File: config.mk
export PLATFORM = sky130hd
export DESIGN_NAME = pei_top
export DESIGN_NICKNAME = d
export VERILOG_FILES = /design/src/pei_pkg.sv /design/src/pei_sync.sv /design/src/pei_top.sv
export VERILOG_INCLUDE_DIRS = /design/src /design/src/src
export SDC_FILE = /design/constraint.sdc
export NUM_CORES = 1
export LEC_CHECK = 0
export ABC_CLOCK_PERIOD_IN_PS = 3000
export BUFFER_PORTS_ARGS = -buffer_cell sky130_fd_sc_hd__buf_2
export CAP_MARGIN = 0
export CORE_MARGIN = 2
export CORE_UTILIZATION = 60
export DETAILED_ROUTE_END_ITERATION = 7
export PLACE_DENSITY = 0.79
export SETUP_SLACK_MARGIN = 0.1
export SKIP_CTS_REPAIR_TIMING = 1
export SYNTH_ARGS = -nofsm -noshare
export SYNTH_HDL_FRONTEND = slang
export SYNTH_HIERARCHICAL = 1
export SYNTH_SLANG_ARGS = --single-unit
File: constraint.sdc
create_clock -name i_clk_sys -period 3 [get_ports i_clk_sys]
set_input_delay 0.3 -clock i_clk_sys [delete_from_list [all_inputs] [get_ports i_clk_sys]]
set_output_delay 0.3 -clock i_clk_sys [all_outputs]
set_load 0.02 [all_outputs]
File: src/pei_params.svh
// constants of the phy event interrupt logic: register numbers, fields, resets
// assumes inclusion by bare name from the design files
`ifndef PEI_PARAMS_SVH
`define PEI_PARAMS_SVH

// ------------------------------------------------------------
// management register numbers
// ------------------------------------------------------------
`define PEI_REG_CTRL 5'h17
`define PEI_REG_MASK 5'h18
`define PEI_REG_STAT 5'h19

// ------------------------------------------------------------
// fields and reset values
// ------------------------------------------------------------
`define PEI_FORCE_BIT 0
`define PEI_IRQ_EN_BIT 0
`define PEI_BIT_CABLE 10
`define PEI_BIT_SYNC 9
`define PEI_MASK_RST 11'h000
`define PEI_LATCH_RST 10'h000
`define PEI_FORCE_RST 1'h0

// ------------------------------------------------------------
// management frame
// ------------------------------------------------------------
`define PEI_PRE_LEN 6'h20
`define PEI_OP_RD 2'h2
`define PEI_OP_WR 2'h1
`define PEI_OP_CNT 4'h1
`define PEI_ADDR_CNT 4'h9
`define PEI_TA_CNT 4'h1
`define PEI_DATA_CNT 4'hf

`endif

File: src/pei_pkg.sv
// types of the phy event interrupt logic
// assumes nothing of its surroundings
package pei_pkg;

  // ------------------------------------------------------------
  // management frame decoder states
  // ------------------------------------------------------------
  typedef enum logic [2:0] {
    PEI_IDLE,
    PEI_START,
    PEI_OP,
    PEI_ADDR,
    PEI_TA,
    PEI_DATA
  } pei_state_e;

endpackage

File: src/pei_sync.sv
// two flip-flop synchroniser for one pin level
// assumes a pin from outside the system clock domain
module pei_sync (
  input wire logic i_clk_sys,
  input wire logic i_sys_rst,
  input wire logic i_clk_en,
  input wire logic i_async,
  output logic o_sync
);

  logic meta_reg;

  always_ff @(posedge i_clk_sys) begin
    if (i_sys_rst) begin
      meta_reg <= 1'h1;
      o_sync <= 1'h1;
    end else if (i_clk_en) begin
      meta_reg <= i_async;
      o_sync <= meta_reg;
    end
  end

endmodule // pei_sync

File: src/pei_top.sv
// event interrupt registers of a phy behind a serial management slave
// assumes event levels on the system clock, mdc and mdio from the pins
//
// Contract
// - set mask bit lets its event interrupt
// - enable bit plus pending drives pin low
// - event bits latch high until cleared
// - events at status bits eight to one
// - bit ten latches on cable test completion
// - bit nine latches on management sync loss
// - bit zero shows any enabled pending event
// - mask bits ten and nine enable those
// - force bit asserts the interrupt pin
`include "pei_params.svh"

module pei_top import pei_pkg::*; (
  input wire logic i_clk_sys,
  input wire logic i_sys_rst,
  input wire logic i_clk_en,
  input wire logic i_mdc,
  input wire logic i_mdio,
  output logic o_mdio,
  output logic o_mdio_oe_n,
  input wire logic [4:0] i_phy_addr,
  input wire logic i_preamble_suppress,
  input wire logic [8:1] i_event,
  input wire logic i_cable_test_done,
  output logic o_phy_irq_out_n
);

  // ------------------------------------------------------------
  // functions
  // ------------------------------------------------------------
  function automatic logic f_pending(input logic [10:1] lat, input logic [10:0] msk);
    f_pending = |(lat & msk[10:1]);
  endfunction
  // ------------------------------------------------------------
  // pin sampling
  // ------------------------------------------------------------
  logic mdc_s;
  logic mdio_s;
  logic mdc_d_reg;
  logic mdc_rise;
  pei_sync u_sync_mdc (
    .i_clk_sys(i_clk_sys),
    .i_sys_rst(i_sys_rst),
    .i_clk_en(i_clk_en),
    .i_async(i_mdc),
    .o_sync(mdc_s)
  );
  pei_sync u_sync_mdio (
    .i_clk_sys(i_clk_sys),
    .i_sys_rst(i_sys_rst),
    .i_clk_en(i_clk_en),
    .i_async(i_mdio),
    .o_sync(mdio_s)
  );

  always_ff @(posedge i_clk_sys) begin
    if (i_sys_rst) begin
      mdc_d_reg <= 1'h1;
    end else if (i_clk_en) begin
      mdc_d_reg <= mdc_s;
    end
  end

  assign mdc_rise = i_clk_en & mdc_s & ~mdc_d_reg;
  // ------------------------------------------------------------
  // state
  // ------------------------------------------------------------
  pei_state_e state_reg;
  logic [3:0] bit_cnt_reg;
  logic [5:0] ones_cnt_reg;
  logic need_pre_reg;
  logic [1:0] op_reg;
  logic [9:0] addr_reg;
  logic [15:0] shift_reg;
  logic [10:0] mask_reg;
  logic force_reg;
  logic [10:1] latch_reg;
  logic [1:0] op_next;
  logic frame_hit;
  logic pre_ok;
  logic sync_lost;
  logic rd_take;
  logic rd_clr;
  logic wr_commit;
  logic [15:0] wr_word;
  logic [15:0] rd_word;
  logic [10:1] latch_set;

  assign op_next = {op_reg[0], mdio_s};
  assign frame_hit = addr_reg[9:5] == i_phy_addr;
  assign pre_ok = (ones_cnt_reg == `PEI_PRE_LEN) | (i_preamble_suppress & ~need_pre_reg);
  // a bad start or opcode means we lost frame alignment
  assign sync_lost = mdc_rise & (((state_reg == PEI_START) & ~mdio_s) |
                     ((state_reg == PEI_OP) & (bit_cnt_reg == `PEI_OP_CNT) &
                      (op_next != `PEI_OP_RD) & (op_next != `PEI_OP_WR)));
  assign rd_take = mdc_rise & (state_reg == PEI_TA) & (bit_cnt_reg == 4'h0) &
                   (op_reg == `PEI_OP_RD) & frame_hit;
  assign rd_clr = rd_take & (addr_reg[4:0] == `PEI_REG_STAT);
  assign wr_commit = mdc_rise & (state_reg == PEI_DATA) & (bit_cnt_reg == `PEI_DATA_CNT) &
                     (op_reg == `PEI_OP_WR) & frame_hit;
  assign wr_word = {shift_reg[14:0], mdio_s};
  assign latch_set = {i_cable_test_done, sync_lost, i_event};

  always_comb begin
    rd_word = 16'h0000;
    unique case (addr_reg[4:0])
      `PEI_REG_CTRL: rd_word[`PEI_FORCE_BIT] = force_reg;
      `PEI_REG_MASK: rd_word[10:0] = mask_reg;
      `PEI_REG_STAT: rd_word[10:0] = {latch_reg, f_pending(latch_reg, mask_reg)};
      default: rd_word = 16'h0000;
    endcase
  end

  // ------------------------------------------------------------
  // frame decoder
  // ------------------------------------------------------------
  always_ff @(posedge i_clk_sys) begin
    if (i_sys_rst) begin
      state_reg <= PEI_IDLE;
      bit_cnt_reg <= 4'h0;
      ones_cnt_reg <= 6'h00;
      op_reg <= 2'h0;
      addr_reg <= 10'h000;
    end else if (mdc_rise) begin
      unique case (state_reg)
        PEI_IDLE: begin
          if (mdio_s) begin
            if (ones_cnt_reg != `PEI_PRE_LEN) begin
              ones_cnt_reg <= ones_cnt_reg + 6'h01;
            end
          end else begin
            ones_cnt_reg <= 6'h00;
            if (pre_ok) begin
              state_reg <= PEI_START;
            end
          end
        end
        PEI_START: begin
          bit_cnt_reg <= 4'h0;
          state_reg <= mdio_s ? PEI_OP : PEI_IDLE;
        end
        PEI_OP: begin
          op_reg <= op_next;
          bit_cnt_reg <= bit_cnt_reg + 4'h1;
          if (bit_cnt_reg == `PEI_OP_CNT) begin
            bit_cnt_reg <= 4'h0;
            state_reg <= sync_lost ? PEI_IDLE : PEI_ADDR;
          end
        end
        PEI_ADDR: begin
          addr_reg <= {addr_reg[8:0], mdio_s};
          bit_cnt_reg <= bit_cnt_reg + 4'h1;
          if (bit_cnt_reg == `PEI_ADDR_CNT) begin
            bit_cnt_reg <= 4'h0;
            state_reg <= PEI_TA;
          end
        end
        PEI_TA: begin
          bit_cnt_reg <= bit_cnt_reg + 4'h1;
          if (bit_cnt_reg == `PEI_TA_CNT) begin
            bit_cnt_reg <= 4'h0;
            state_reg <= PEI_DATA;
          end
        end
        PEI_DATA: begin
          bit_cnt_reg <= bit_cnt_reg + 4'h1;
          if (bit_cnt_reg == `PEI_DATA_CNT) begin
            bit_cnt_reg <= 4'h0;
            state_reg <= PEI_IDLE;
          end
        end
      endcase
    end
  end

  // after a loss only a full preamble realigns us
  always_ff @(posedge i_clk_sys) begin
    if (i_sys_rst) begin
      need_pre_reg <= 1'h0;
    end else if (i_clk_en) begin
      if (sync_lost) begin
        need_pre_reg <= 1'h1;
      end else if (ones_cnt_reg == `PEI_PRE_LEN) begin
        need_pre_reg <= 1'h0;
      end
    end
  end

  // ------------------------------------------------------------
  // data shifter and mdio drive
  // ------------------------------------------------------------
  always_ff @(posedge i_clk_sys) begin
    if (i_sys_rst) begin
      shift_reg <= 16'h0000;
    end else if (rd_take) begin
      shift_reg <= rd_word;
    end else if (mdc_rise & ((state_reg == PEI_DATA) |
                 ((state_reg == PEI_TA) & (bit_cnt_reg == `PEI_TA_CNT)))) begin
      shift_reg <= wr_word;
    end
  end

  always_ff @(posedge i_clk_sys) begin
    if (i_sys_rst) begin
      o_mdio <= 1'h1;
      o_mdio_oe_n <= 1'h1;
    end else if (rd_take) begin
      o_mdio <= 1'h0;
      o_mdio_oe_n <= 1'h0;
    end else if (mdc_rise & ~o_mdio_oe_n) begin
      if ((state_reg == PEI_DATA) & (bit_cnt_reg == `PEI_DATA_CNT)) begin
        o_mdio <= 1'h1;
        o_mdio_oe_n <= 1'h1;
      end else begin
        o_mdio <= shift_reg[15];
      end
    end
  end

  // ------------------------------------------------------------
  // registers
  // ------------------------------------------------------------
  always_ff @(posedge i_clk_sys) begin
    if (i_sys_rst) begin
      mask_reg <= `PEI_MASK_RST;
      force_reg <= `PEI_FORCE_RST;
    end else if (wr_commit) begin
      if (addr_reg[4:0] == `PEI_REG_MASK) begin
        mask_reg <= wr_word[10:0];
      end
      if (addr_reg[4:0] == `PEI_REG_CTRL) begin
        force_reg <= wr_word[`PEI_FORCE_BIT];
      end
    end
  end

  // set wins over the read clear
  always_ff @(posedge i_clk_sys) begin
    if (i_sys_rst) begin
      latch_reg <= `PEI_LATCH_RST;
    end else if (i_clk_en) begin
      latch_reg <= (rd_clr ? 10'h000 : latch_reg) | latch_set;
    end
  end

  always_ff @(posedge i_clk_sys) begin
    if (i_sys_rst) begin
      o_phy_irq_out_n <= 1'h1;
    end else if (i_clk_en) begin
      o_phy_irq_out_n <= ~(force_reg | (mask_reg[`PEI_IRQ_EN_BIT] &
                           f_pending(latch_reg, mask_reg)));
    end
  end
endmodule // pei_top

Word level (Yosys, flattened, before mapping)
Index checks and enable logic that the tools add are counted.
Widths: inputs -> output; s select.

word-level totals
  output and inout port bits = 3
  word-level logic and storage cells = 126
  flip-flop bits (word level) = 72
  bits of input ports = 20

cells by class
  equality and inequality tests = 25
  bitwise gates (word level) = 33
  reductions and logical operators = 19
  multiplexer cells = 28
  add/subtract/negate cells = 2

operators with widths
  cell                 count
  $and 1x1->1          22
  $mux 11              2
  $pmux 10 s2          1
  $mux 3               6
  $pmux 3 s6           1
  $pmux 4 s4           1
  $eq 5x5->1 const B   3
  $reduce_and 2->1     7
  $mux 4               3
  $mux 6               2
  $ne 2x2->1 const B   6
  $and 10x10->10       1
  $mux 10              1
  $or 10x10->10        1
  $reduce_or 10->1     1
  $eq 4x4->1 const B   2
  $mux 1               8
  $reduce_bool 2->1    4
  $reduce_and 7->1     1
  $add 6x1->6 const B  1
  $eq 3x2->1 const B   2
  $eq 3x3->1 const B   2
  $eq 6x6->1 const B   1
  $ne 2x1->1 const B   3
  16 further kinds     25

Longest topological paths before layout
Gate-level depths: netlist (run 1).

  depth after elaboration = 9
  mapped depth = 9
  mapped depth without buffers = 7

Hierarchy
Netlist (run 1), hierarchy kept.

by module, submodules not included
  module    sequential area each (µm²)  cells each  area an instance (µm²)  times used
  pei_top   1361.3                      360         3316.9                  1
  pei_sync  40.0                        6           70.1                    2

Worst setup path before layout (run 1)
No wires, ideal clock.

  path kind = register to register
  start = reg bit_cnt_reg[0]
  end = reg shift_reg[11]
  period minus slack after synthesis = 1.997 ns
  stages on the path, launching flop included = 8
  arrival = 1.880 ns
  path buffers = 2
  library setup time = 0.117 ns
  path slack = 1.003 ns
  required time = 2.883 ns
  cells stage by stage = dfxtp_1 > ha_1 > or3b_4 > a211oi_4 > buf_6 > buf_6 > mux2i_1 > nor2_1

on the way
  cells in the longest elaborated chain, start to end = 5
  elaborated cells on any way between the ends = 9
  classes of those cells = eq/ne (1); bitwise (6); reduce/logical (2)

RTL lines
  item                              line            text
  from (decl)                       pei_top.sv:72   logic [3:0] bit_cnt_reg;
  from (signal assigned)            pei_top.sv:147  bit_cnt_reg <= bit_cnt_reg + 4'h1;
  from (signal assigned)            pei_top.sv:155  bit_cnt_reg <= bit_cnt_reg + 4'h1;
  from (signal assigned)            pei_top.sv:162  bit_cnt_reg <= bit_cnt_reg + 4'h1;
  $logic_not 4->1                   pei_top.sv:99   assign rd_take = mdc_rise & (state_reg == PEI_TA) & (bit_cnt_reg == 4'h0) &
  $and 1x1->1 (3 in series)         pei_top.sv:99
  $reduce_or 2->1 (no source line)  --
  to (signal assigned)              pei_top.sv:199  shift_reg <= rd_word;
  to (signal assigned)              pei_top.sv:202  shift_reg <= wr_word;
  to (decl)                         pei_top.sv:77   logic [15:0] shift_reg;

Parallel ways exist; a longest one is shown, timed or not.
A chain may end at the register's enable or synchronous reset.

Worst setup path after layout (run 1)
  start = reg bit_cnt_reg[0]
  end = reg shift_reg[10]

on the way
  cells in the longest elaborated chain, start to end = 5
  elaborated cells on any way between the ends = 10
  classes of those cells = eq/ne (1); mux (1); bitwise (6); reduce/logical (2)

RTL lines
  item                                                            line
  $eq 4x1->1 (no source line) or $logic_not 4->1 (tied branches)  --
  $and 1x1->1 (on tied branches)                                  pei_top.sv:201, pei_top.sv:99
  $or 1x1->1 or $and 1x1->1 (tied branches)                       pei_top.sv:200, pei_top.sv:99
  $and 1x1->1 (on tied branches)                                  pei_top.sv:200, pei_top.sv:99
  $reduce_bool 2->1 (no source line) or $mux 11 (tied branches)   --

Parallel ways exist; a longest one is shown, timed or not.

==> results.py, run 1 <==
metrics = {
    "outcome": {
        "status": "finished, final reports clean",
    },
    "placement": {
        "io_buffers": 22,
        "dpl_cell_area_um2": 3580,
        "gp_congestion": 0.891,
        "dp.cells": 450,
        "place_hpwl_um": 4970,
    },
    "global_routing": {
        "grt_usage": 0.254,
        "grt_pass1_vias": 2623,
        "met1_usage": 0.330,
        "grt_max_degree": 44,
        "grt_busiest_layer": "met2",
        "use_met3": 0.0486,
        "grt_pass1_wl_um": 12500,
        "grt_use_met2": 0.403,
        "antenna_found_initial": 0,
        "overflow": 0,
    },
    "critical_path": {
        "crit_arrival_ps": 2730,
        "critPathLaunchType": "flop",
        "crit_path_end_kind": "flop",
        "worst-setup-path-type": "reg2reg",
        "cp_max_fo": 17,
        "cp_data_required_time_ps": 3220,
    },
    "sta": {
        "period_share": 0.836,
        "max_freq_mhz": 399,
        "post-route-min-period_ps": 2510,
        "worstMarginPinSlew_ps": 728,
        "finalSetupTns_ps": 0,
        "drv_slew": 0,
        "slew_headroom": 0.511,
        "finClkSkew_ps": 9.54,
        "hold_violations": 0,
        "rsz0062_at_grt": "false",
        "setup_viol": 0,
    },
    "yosys": {
        "ys.warnings.count": 6,
        "synth_top_area_frac": 0.417,
        "synthTopCellsByArea": "dfxtp_1 (42%), mux2i_1 (7.8%), nor2_1 (5.4%)",
        "synthArstFlopShare": 0,
        "syn_area_um2": 3460,
        "ys.flop_type": "dfxtp_1",
        "synth.avg_cell_area_um2": 9.29,
        "synth-seq-cells": 72,
        "seq_area_frac_synth": 0.417,
        "synth_cell_types": 54,
        "syn_inst": 372,
        "synth_edf_count": 0,
        "yosysMostFrequentCell": "dfxtp_1",
        "synth_largest_area_cell": "dfxtp_1",
        "yosys-top-cells-count": "dfxtp_1 (72), nor2_1 (50), mux2i_1 (27)",
        "syn_nets": 397,
    },
    "cells_and_area": {
        "antenna_cells": 0,
        "area_growth_pct": 9.48,
        "largest_reg_flops": 16,
        "nets": 414,
        "fill_cells": 473,
        "final_area_um2": 3780,
        "fin_cells": 466,
        "drive_gt1_frac": 0.160,
    },
    "pwr": {
        "power_frac_clock": 0.424,
        "p_per_area_nw_per_um2": 488,
        "p_seq_frac": 0.533,
        "ir_drop_mv": 0.566,
        "finalPower_uw": 1850,
        "switching_share": 0.237,
        "switchingPower_uw": 438,
        "leakage_uw": 0.00146,
        "p_comb_frac": 0.042,
        "p_int_uw": 1410,
    },
    "route": {
        "drc": 0,
        "drtAntennaViolNets": 0,
        "first_pass_iters": 5,
        "num_vias": 2781,
        "routed_wl_um": 7270,
        "avgRoutedWirePerCell_um": 15.6,
        "first_iter_violations": 229,
        "viasPerCell": 5.97,
    },
    "floorplan": {
        "ios": 23,
        "die_area_um2": 6380,
        "rows": 27,
        "die_h_um": 79.9,
        "core_um2": 5540,
        "start_util": 0.624,
        "die_x_um": 79.9,
    },
    "cts": {
        "cts_buffer_depth": 2,
        "clockRootBuffer": "clkbuf_8",
        "h-tree-depth": 3,
        "cts_tree": "done",
        "clkSinkCount": 72,
        "cts_buffers": 9,
        "clkTransAtPathRegs_ps": 80,
        "clock_latency_ps": 350,
    },
    "hold_path": {
        "hp-class": "in2reg",
    },
    "flow_run": {
        "maxCapViolations": 0,
    },
}
==> power by group through the flow <==
stage	clock [uW]	sequential, uW	combinational (uW)
2_1_floorplan	0	1000	53.0
3_3_place_gp	0	1010	76.4
3_5_place_dp	0	1010	77.9
4_1_cts	799	985	78.6
5_1_grt	840	988	89.0
6_report	784	986	78.2
==> per-stage QoR <==
step	utilization	hold slack [ps]	setup WS, ps
after floorplan	-	399	1000
after global placement	0.646	432	576
after detailed placement	0.646	439	532
after CTS	0.683	143	497
after global routing	0.683	156	331
final	0.683	156	492
==> routing by layer <==
| layer | vias up | part of all wire |
|---|---|---|
| met3 | 6 | 0.054 |
| met1 | 1312 | 0.46 |
| met2 | 68 | 0.47 |
| met5 | - | 0 |
| met4 | 0 | 0.0096 |
| li1 | 1395 | - |
==> worst max-delay path, cell delays in order (launching register included) <==
cell      delay, ps
dfxtp_1         420
ha_1            250
or3b_4          430
a211oi_4        620
buf_4           310
nor2b_1          70
a211oi_2        210
a211oi_2         60
==> final cells by class <==
cell class / instances / area, um^2 / area share
Multi-Input combinational cell: 267 / 1840 / 0.487
Sequential cell: 72 / 1440 / 0.381
Timing Repair Buffer: 30 / 170 / 0.0450
Clock buffer: 10 / 138 / 0.0364
Tap cell: 72 / 90.1 / 0.0238
Clock inverter: 6 / 67.6 / 0.0179
Inverter: 9 / 33.8 / 0.00893
==> placed cells by master, fill, tap and decap left out, types with 3 or more instances in the layout <==
cell type / netlist / final
a211oi_1: 10 / 10
nand2_1: 15 / 15
and2b_1: 6 / 6
clkbuf_8: 0 / 10
nor2b_1: 12 / 12
xor2_1: 9 / 9
nand4_1: 8 / 8
a211oi_2: 12 / 12
nand3_1: 9 / 9
a31oi_1: 4 / 4
o21ai_0: 12 / 12
inv_1: 9 / 9
and3_1: 5 / 5
nor4_1: 3 / 3
nor2_1: 50 / 50
buf_2: 3 / 22
ha_1: 5 / 5
or3_1: 3 / 3
a211o_1: 4 / 4
a21oi_1: 15 / 15
dfxtp_1: 72 / 72
a22oi_1: 22 / 22
buf_4: 2 / 8
mux2i_1: 27 / 27
==> cell families after synthesis <==
family          synth area share
simple gates               0.193
compound gates             0.215
mux                       0.0782
fa+ha+maj                 0.0181
buf+inv                   0.0510
flops                      0.417
xor+xnor                  0.0279
==> path summary, 6_finish.rpt <==
| kind | slack [ps] | depth (start not counted) | startpoint | to |
|---|---|---|---|---|
| worst max-delay path | 490 | 7 | bit_cnt_reg[0]$_SDFFE_PP0P_ | shift_reg[10]$_SDFFE_PP0P_ |
| worst min-delay path | 160 | 2 | i_mdc | u_sync_mdc/meta_reg$_SDFFE_PP1P_ |
| worst max register to register | 490 | 7 | bit_cnt_reg[0]$_SDFFE_PP0P_ | shift_reg[10]$_SDFFE_PP0P_ |
| worst min register to register | 460 | 1 | u_sync_mdc/meta_reg$_SDFFE_PP1P_ | u_sync_mdc/o_sync$_SDFFE_PP1P_ |
(Power assumes the default switching activity.)
==> run 2: changes to the inputs <==
--- a/config.mk
+++ b/config.mk
@@ -6,7 +6,8 @@
 export SDC_FILE = /design/constraint.sdc
 export NUM_CORES = 1
 export LEC_CHECK = 0
-export ABC_CLOCK_PERIOD_IN_PS = 3000
+export ABC_AREA = 1
+export ABC_CLOCK_PERIOD_IN_PS = 2310
 export BUFFER_PORTS_ARGS = -buffer_cell sky130_fd_sc_hd__buf_2
 export CAP_MARGIN = 0
 export CORE_MARGIN = 2
==> constraint.sdc (replaced) <==
create_clock -name i_clk_sys -period 2.31 [get_ports i_clk_sys]
set_input_delay 0.231 -clock i_clk_sys [delete_from_list [all_inputs] [get_ports i_clk_sys]]
set_output_delay 0.231 -clock i_clk_sys [all_outputs]
set_load 0.02 [all_outputs]
==> run 2 against run 1 <==
  * Design area increased by 8.3%
  * Synthesized cell count increased by 52%
  * Clock power increased by 57%
  * Via count increased by 27%
  * Critical endpoint is now mask_reg[0]$_SDFFE_PP0P_
  * Largest cell class unchanged
  * Sequential power increased by 29%
  * Combinational power increased by 74%
  * Critical path type unchanged
==> results.py, run 2 <==
metrics = {
    "outcome": {
        "status": "finished, final reports clean",
    },
    "global_routing": {
        "overflow": 0,
        "grt_pass1_wl_um": 13600,
        "grt_usage": 0.260,
        "grt_pass1_vias": 3153,
        "grt_max_degree": 37,
        "antenna_found_initial": 0,
    },
    "cells_and_area": {
        "antenna_cells": 0,
        "largest_reg_flops": 16,
        "fin_cells": 667,
        "layout_common_cells": "nand2_1 (142), inv_1 (79), nor2_1 (75)",
        "drive_gt1_frac": 0.108,
        "final_area_um2": 4100,
        "final_common_cell": "nand2_1",
        "fill_cells": 528,
        "nets": 612,
        "area_growth_pct": 10.9,
    },
    "critical_path": {
        "ff2ff_path_depth": 9,
        "cp-endpoint": "mask_reg[0]$_SDFFE_PP0P_",
        "critPathTopFamily": "simple AND/OR/NAND/NOR gates",
        "cp_data_required_time_ps": 2590,
        "r2r_end": "mask_reg[0]$_SDFFE_PP0P_",
        "startpoint": "bit_cnt_reg[0]$_SDFFE_PP0P_",
        "path_buf_inv": 1,
        "reg2reg_from": "bit_cnt_reg[0]$_SDFFE_PP0P_",
        "crit_path_end_kind": "flop",
        "worst_path_max_delay_cell": "dfxtp_1",
        "crit_arrival_ps": 2230,
        "critPathLaunchType": "flop",
        "worstPathCellList": "ha_1, nand3_1, nor2_2, nand2_2, nor2_4, nand3_2, nand2_1, inv_1, nor2_1",
        "crit_cells": 9,
        "r2r_setup_slack_ps": 360,
        "critPathMaxStageDelay_ps": 410,
        "worst-setup-path-type": "reg2reg",
        "cp_max_fo": 14,
    },
    "yosys": {
        "synth.avg_cell_area_um2": 6.53,
        "synth_cell_types": 29,
        "synthTopCellsByArea": "dfxtp_1 (39%), nand2_1 (14%), inv_1 (8.0%)",
        "synth_top_area_frac": 0.390,
        "synth_largest_area_cell": "dfxtp_1",
        "ys.flop_type": "dfxtp_1",
        "synth_edf_count": 0,
        "yosysMostFrequentCell": "nand2_1",
        "ys.warnings.count": 6,
        "syn_nets": 591,
        "syn_area_um2": 3700,
        "syn_inst": 566,
        "yosys-top-cells-count": "nand2_1 (142), inv_1 (79), nor2_1 (75)",
        "synthArstFlopShare": 0,
        "seq_area_frac_synth": 0.390,
        "synth-seq-cells": 72,
    },
    "placement": {
        "gp_congestion": 0.886,
        "place_hpwl_um": 5900,
        "pre_cts_ws_ps": 452,
        "dpl_cell_area_um2": 3850,
        "dp.cells": 651,
        "io_buffers": 22,
    },
    "sta": {
        "setup_viol": 0,
        "finalSetupTns_ps": 0,
        "max_freq_mhz": 512,
        "slew_headroom": 0.628,
        "rsz0062_at_grt": "false",
        "hold_violations": 0,
        "drv_slew": 0,
        "period_share": 0.845,
        "finClkSkew_ps": 10.2,
        "worstMarginPinSlew_ps": 557,
        "post-route-min-period_ps": 1950,
        "fin_ws_ps": 358,
    },
    "floorplan": {
        "die_x_um": 82.5,
        "die_area_um2": 6800,
        "core_um2": 5920,
        "die_h_um": 82.5,
        "ios": 23,
        "rows": 28,
        "start_util": 0.624,
    },
    "cts": {
        "clock_latency_ps": 350,
        "h-tree-depth": 3,
        "clkSinkCount": 72,
        "clkTransAtPathRegs_ps": 80,
        "cts_buffers": 9,
        "cts_buffer_depth": 2,
        "cts_tree": "done",
        "clockRootBuffer": "clkbuf_8",
    },
    "route": {
        "first_iter_violations": 339,
        "drtAntennaViolNets": 0,
        "routed_wl_um": 8210,
        "avgRoutedWirePerCell_um": 12.3,
        "num_vias": 3533,
        "viasPerCell": 5.30,
        "first_pass_iters": 6,
        "drc": 0,
    },
    "pwr": {
        "ir_drop_mv": 0.396,
        "leakage_uw": 0.00179,
        "p_per_area_nw_per_um2": 643,
        "finalPower_uw": 2640,
    },
    "hold_path": {
        "whs_path_depth": 3,
        "hp-class": "in2reg",
    },
    "flow_run": {
        "maxCapViolations": 0,
    },
}
run 2: layout make-up:
type                    count  area, um^2  area share
repair buffers             28         155      0.0379
clock buffers              11         141      0.0345
flip-flops and latches     72        1440       0.352
clock inverters             5         104      0.0253
multi-input cells         392        1850       0.451
inverters                  84         315      0.0769
well taps                  75        93.8      0.0229
run 2: per-layer routing:
metal / routed length, um / share of wire / vias up / GRT usage
met4: 151 / 0.018 / 0 / 0.105
li1: - / - / 1832 / -
met2: 3790 / 0.46 / 85 / 0.410
met5: 0 / 0 / - / 0
met3: 433 / 0.053 / 16 / 0.0707
met1: 3830 / 0.47 / 1600 / 0.336
run 2: logic make-up (layout without fill, tap and decap cells):
| kind of cell | after synthesis | after routing | share of synthesized area |
|---|---|---|---|
| buf+inv | 102 | 128 | 0.110 |
| compound gates | 97 | 97 | 0.134 |
| xor+xnor | 6 | 6 | 0.0142 |
| flops | 72 | 72 | 0.390 |
| simple gates | 284 | 284 | 0.335 |
| fa+ha+maj | 5 | 5 | 0.0169 |
run 2: power by group:
part	internal (uW)	switching [uW]	total (uW)
sequential	1260	14.4	1270
combinational	48.8	87.1	136
clock	747	479	1230
run 2: per-stage QoR:
stage               hold WS [ps]  utilization
detailed placement           442        0.651
floorplan                    351            -
global route                 102        0.692
CTS                         70.2        0.692
global placement             440        0.651
finish                      81.2        0.692
run 2: worst register-to-register path, cell delays in order (launching register included):
cell and delay [ps]:
dfxtp_1 410, ha_1 220, nand3_1 120, nor2_2 180, nand2_2 80, nor2_4 290, nand3_2 280, nand2_1 120
inv_1 60, nor2_1 120
run 2: worst min path at each step:
stage | endpoint | start | slack, ps
3_5_place_dp | u_sync_mdc/meta_reg$_SDFFE_PP1P_ | i_mdc | 440
6_report | u_sync_mdio/meta_reg$_SDFFE_PP1P_ | i_mdio | 80
3_3_place_gp | u_sync_mdio/meta_reg$_SDFFE_PP1P_ | u_sync_mdio/meta_reg$_SDFFE_PP1P_ | 440
5_1_grt | u_sync_mdio/meta_reg$_SDFFE_PP1P_ | i_mdio | 100
4_1_cts | u_sync_mdio/meta_reg$_SDFFE_PP1P_ | i_mdio | 70
2_1_floorplan | u_sync_mdio/o_sync$_SDFFE_PP1P_ | i_sys_rst | 350
==> run 3: changes to the inputs <==
--- a/config.mk
+++ b/config.mk
@@ -6,8 +6,8 @@
 export SDC_FILE = /design/constraint.sdc
 export NUM_CORES = 1
 export LEC_CHECK = 0
-export ABC_AREA = 1
-export ABC_CLOCK_PERIOD_IN_PS = 2310
+export ABC_AREA = 0
+export ABC_CLOCK_PERIOD_IN_PS = 2000
 export BUFFER_PORTS_ARGS = -buffer_cell sky130_fd_sc_hd__buf_2
 export CAP_MARGIN = 0
 export CORE_MARGIN = 2
==> constraint.sdc (replaced) <==
create_clock -name i_clk_sys -period 2 [get_ports i_clk_sys]
set_input_delay 0.2 -clock i_clk_sys [delete_from_list [all_inputs] [get_ports i_clk_sys]]
set_output_delay 0.2 -clock i_clk_sys [all_outputs]
set_load 0.02 [all_outputs]
==> run 3 against run 2 <==
  * The run now ends with setup timing left
  * Maximum frequency shrank 4.2%
  * Sequential cell count is the same
  * Setup slack lost 400 ps
  * Utilization grew 5.3 points
  * First-iteration DRC count shrank 13%
  * Clock skew shrank 1.1 ps
  * Non-clock buffer count grew 27
  * Register-to-register slack lost 400 ps
  * Largest power group unchanged
  * Sequential power grew 17%
  * Highest routed layer unchanged
  * Largest cell class unchanged
  * Sequential share of layout area shrank 0.12 points
  * Combinational power grew 5%
  * Via count shrank 13%
==> results.py, run 3 (synthesis results as in run 1) <==
metrics = {
    "floorplan": {
        "start_util": 0.624,
        "die_x_um": 79.9,
        "die_h_um": 79.9,
        "die_area_um2": 6380,
        "rows": 27,
        "core_um2": 5540,
        "ios": 23,
    },
    "critical_path": {
        "cp_data_required_time_ps": 2240,
        "ff2ff_path_depth": 8,
        "crit_arrival_ps": 2280,
        "critPathLaunchType": "flop",
        "worst-setup-path-type": "reg2reg",
        "crit_path_end_kind": "flop",
        "cp_max_fo": 9,
    },
    "sta": {
        "slew_headroom": 0.642,
        "setup_viol": 2,
        "rsz0062_at_grt": "true",
        "max_freq_mhz": 491,
        "finClkSkew_ps": 9.07,
        "fin_ws_ps": -38.7,
        "hold_violations": 0,
        "drv_slew": 0,
        "post-route-min-period_ps": 2040,
        "finalSetupTns_ps": -58.3,
        "worstMarginPinSlew_ps": 536,
        "period_share": 1.02,
    },
    "global_routing": {
        "grt_max_degree": 34,
        "grt_pass1_vias": 2792,
        "overflow": 0,
        "grt_usage": 0.263,
        "grt_pass1_wl_um": 13200,
        "antenna_found_initial": 0,
    },
    "cts": {
        "clkSinkCount": 72,
        "h-tree-depth": 3,
        "cts_buffer_depth": 2,
        "clockRootBuffer": "clkbuf_8",
        "cts_buffers": 9,
        "clock_latency_ps": 350,
        "clkTransAtPathRegs_ps": 80,
        "cts_tree": "done",
    },
    "hold_path": {
        "hp-class": "in2reg",
        "whs_path_depth": 2,
    },
    "route": {
        "drtAntennaViolNets": 0,
        "first_iter_violations": 295,
        "viasPerCell": 6.30,
        "first_pass_iters": 7,
        "avgRoutedWirePerCell_um": 17.4,
        "routed_wl_um": 8550,
        "drc": 0,
        "num_vias": 3091,
    },
    "pwr": {
        "ir_drop_mv": 0.527,
        "finalPower_uw": 2820,
        "p_per_area_nw_per_um2": 682,
        "leakage_uw": 0.00162,
    },
    "cells_and_area": {
        "layout_common_cells": "dfxtp_1 (68), nor2_1 (50), buf_4 (27)",
        "final_common_cell": "dfxtp_1",
        "antenna_cells": 0,
        "drive_gt1_frac": 0.258,
        "area_growth_pct": 19.4,
        "largest_reg_flops": 16,
        "nets": 439,
    },
    "placement": {
        "place_hpwl_um": 5290,
        "gp_congestion": 0.850,
        "io_buffers": 22,
    },
    "flow_run": {
        "maxCapViolations": 0,
    },
    "outcome": {
        "violations": "setup timing",
        "status": "finished, violations left",
    },
}
-- run 3: cell count changes in the layout (fill, tap and decap cells not counted), sizes merged, moves of 12 or more --
cell    before  now
inv         83   11
nand3       35    9
mux2i        0   27
buf         28   53
o21ai       53   12
a21oi       38   15
nor2b        0   12
a211oi       0   23
nor2        81   50
nand2      148   15
a22oi        0   22
-- run 3: worst max-delay path, stage by stage (launching register included) --
cell      delay, ps
dfxtp_2         330
inv_2            70
ha_4            140
or3b_4          410
a211oi_4        280
buf_12          170
and2b_1         210
a211oi_2        250
a211oi_2         70
-- run 3: layer usage --
metal  vias up  global-route usage  part of all wire
met3        32              0.0543             0.062
met4         0               0.139             0.029
met2       128               0.399              0.47
li1       1454                   -                 -
met5         -                   0                 0
met1      1477               0.352              0.43
-- run 3: path summary, 6_finish.rpt --
kind,slack (ps),to,from
hold / removal,50,u_sync_mdc/meta_reg$_SDFFE_PP1P_,i_mdc
setup / recovery,-40,shift_reg[6]$_SDFFE_PP0P_,bit_cnt_reg[1]$_SDFFE_PP0P_
hold reg to reg,450,u_sync_mdio/o_sync$_SDFFE_PP1P_,u_sync_mdio/meta_reg$_SDFFE_PP1P_
setup reg to reg,-40,shift_reg[6]$_SDFFE_PP0P_,bit_cnt_reg[1]$_SDFFE_PP0P_
-- run 3: layout make-up --
cell class | instances | area [um^2]
Inverter | 9 | 33.8
Clock buffer | 10 | 138
Timing Repair Buffer | 55 | 443
Fill cell | 404 | 1410
Multi-Input combinational cell | 267 | 1910
Sequential cell | 72 | 1450
Clock inverter | 6 | 65.1
Tap cell | 72 | 90.1
-- run 3: through the flow --
| stage | area (um^2) | setup WS, ps | hold WS (ps) | util | std cells |
|---|---|---|---|---|---|
| floorplan | 3480 | 121 | 299 | - | 372 |
| CTS | 3990 | -32.3 | 46.0 | 0.720 | 485 |
| global placement | 3790 | 42.1 | 404 | 0.684 | 469 |
| global route | 4130 | -95.1 | 55.8 | 0.745 | 491 |
| detailed placement | 3790 | -22.3 | 412 | 0.684 | 469 |
| finish | 4130 | -38.7 | 51.2 | 0.745 | 491 |
-- run 3: power breakdown --
group          internal [uW]  leakage (uW)  switching [uW]
logic                   62.7      0.000931            80.3
clock network            614      0.000103             579
registers               1450      0.000586            24.6
total                   2130       0.00162             684
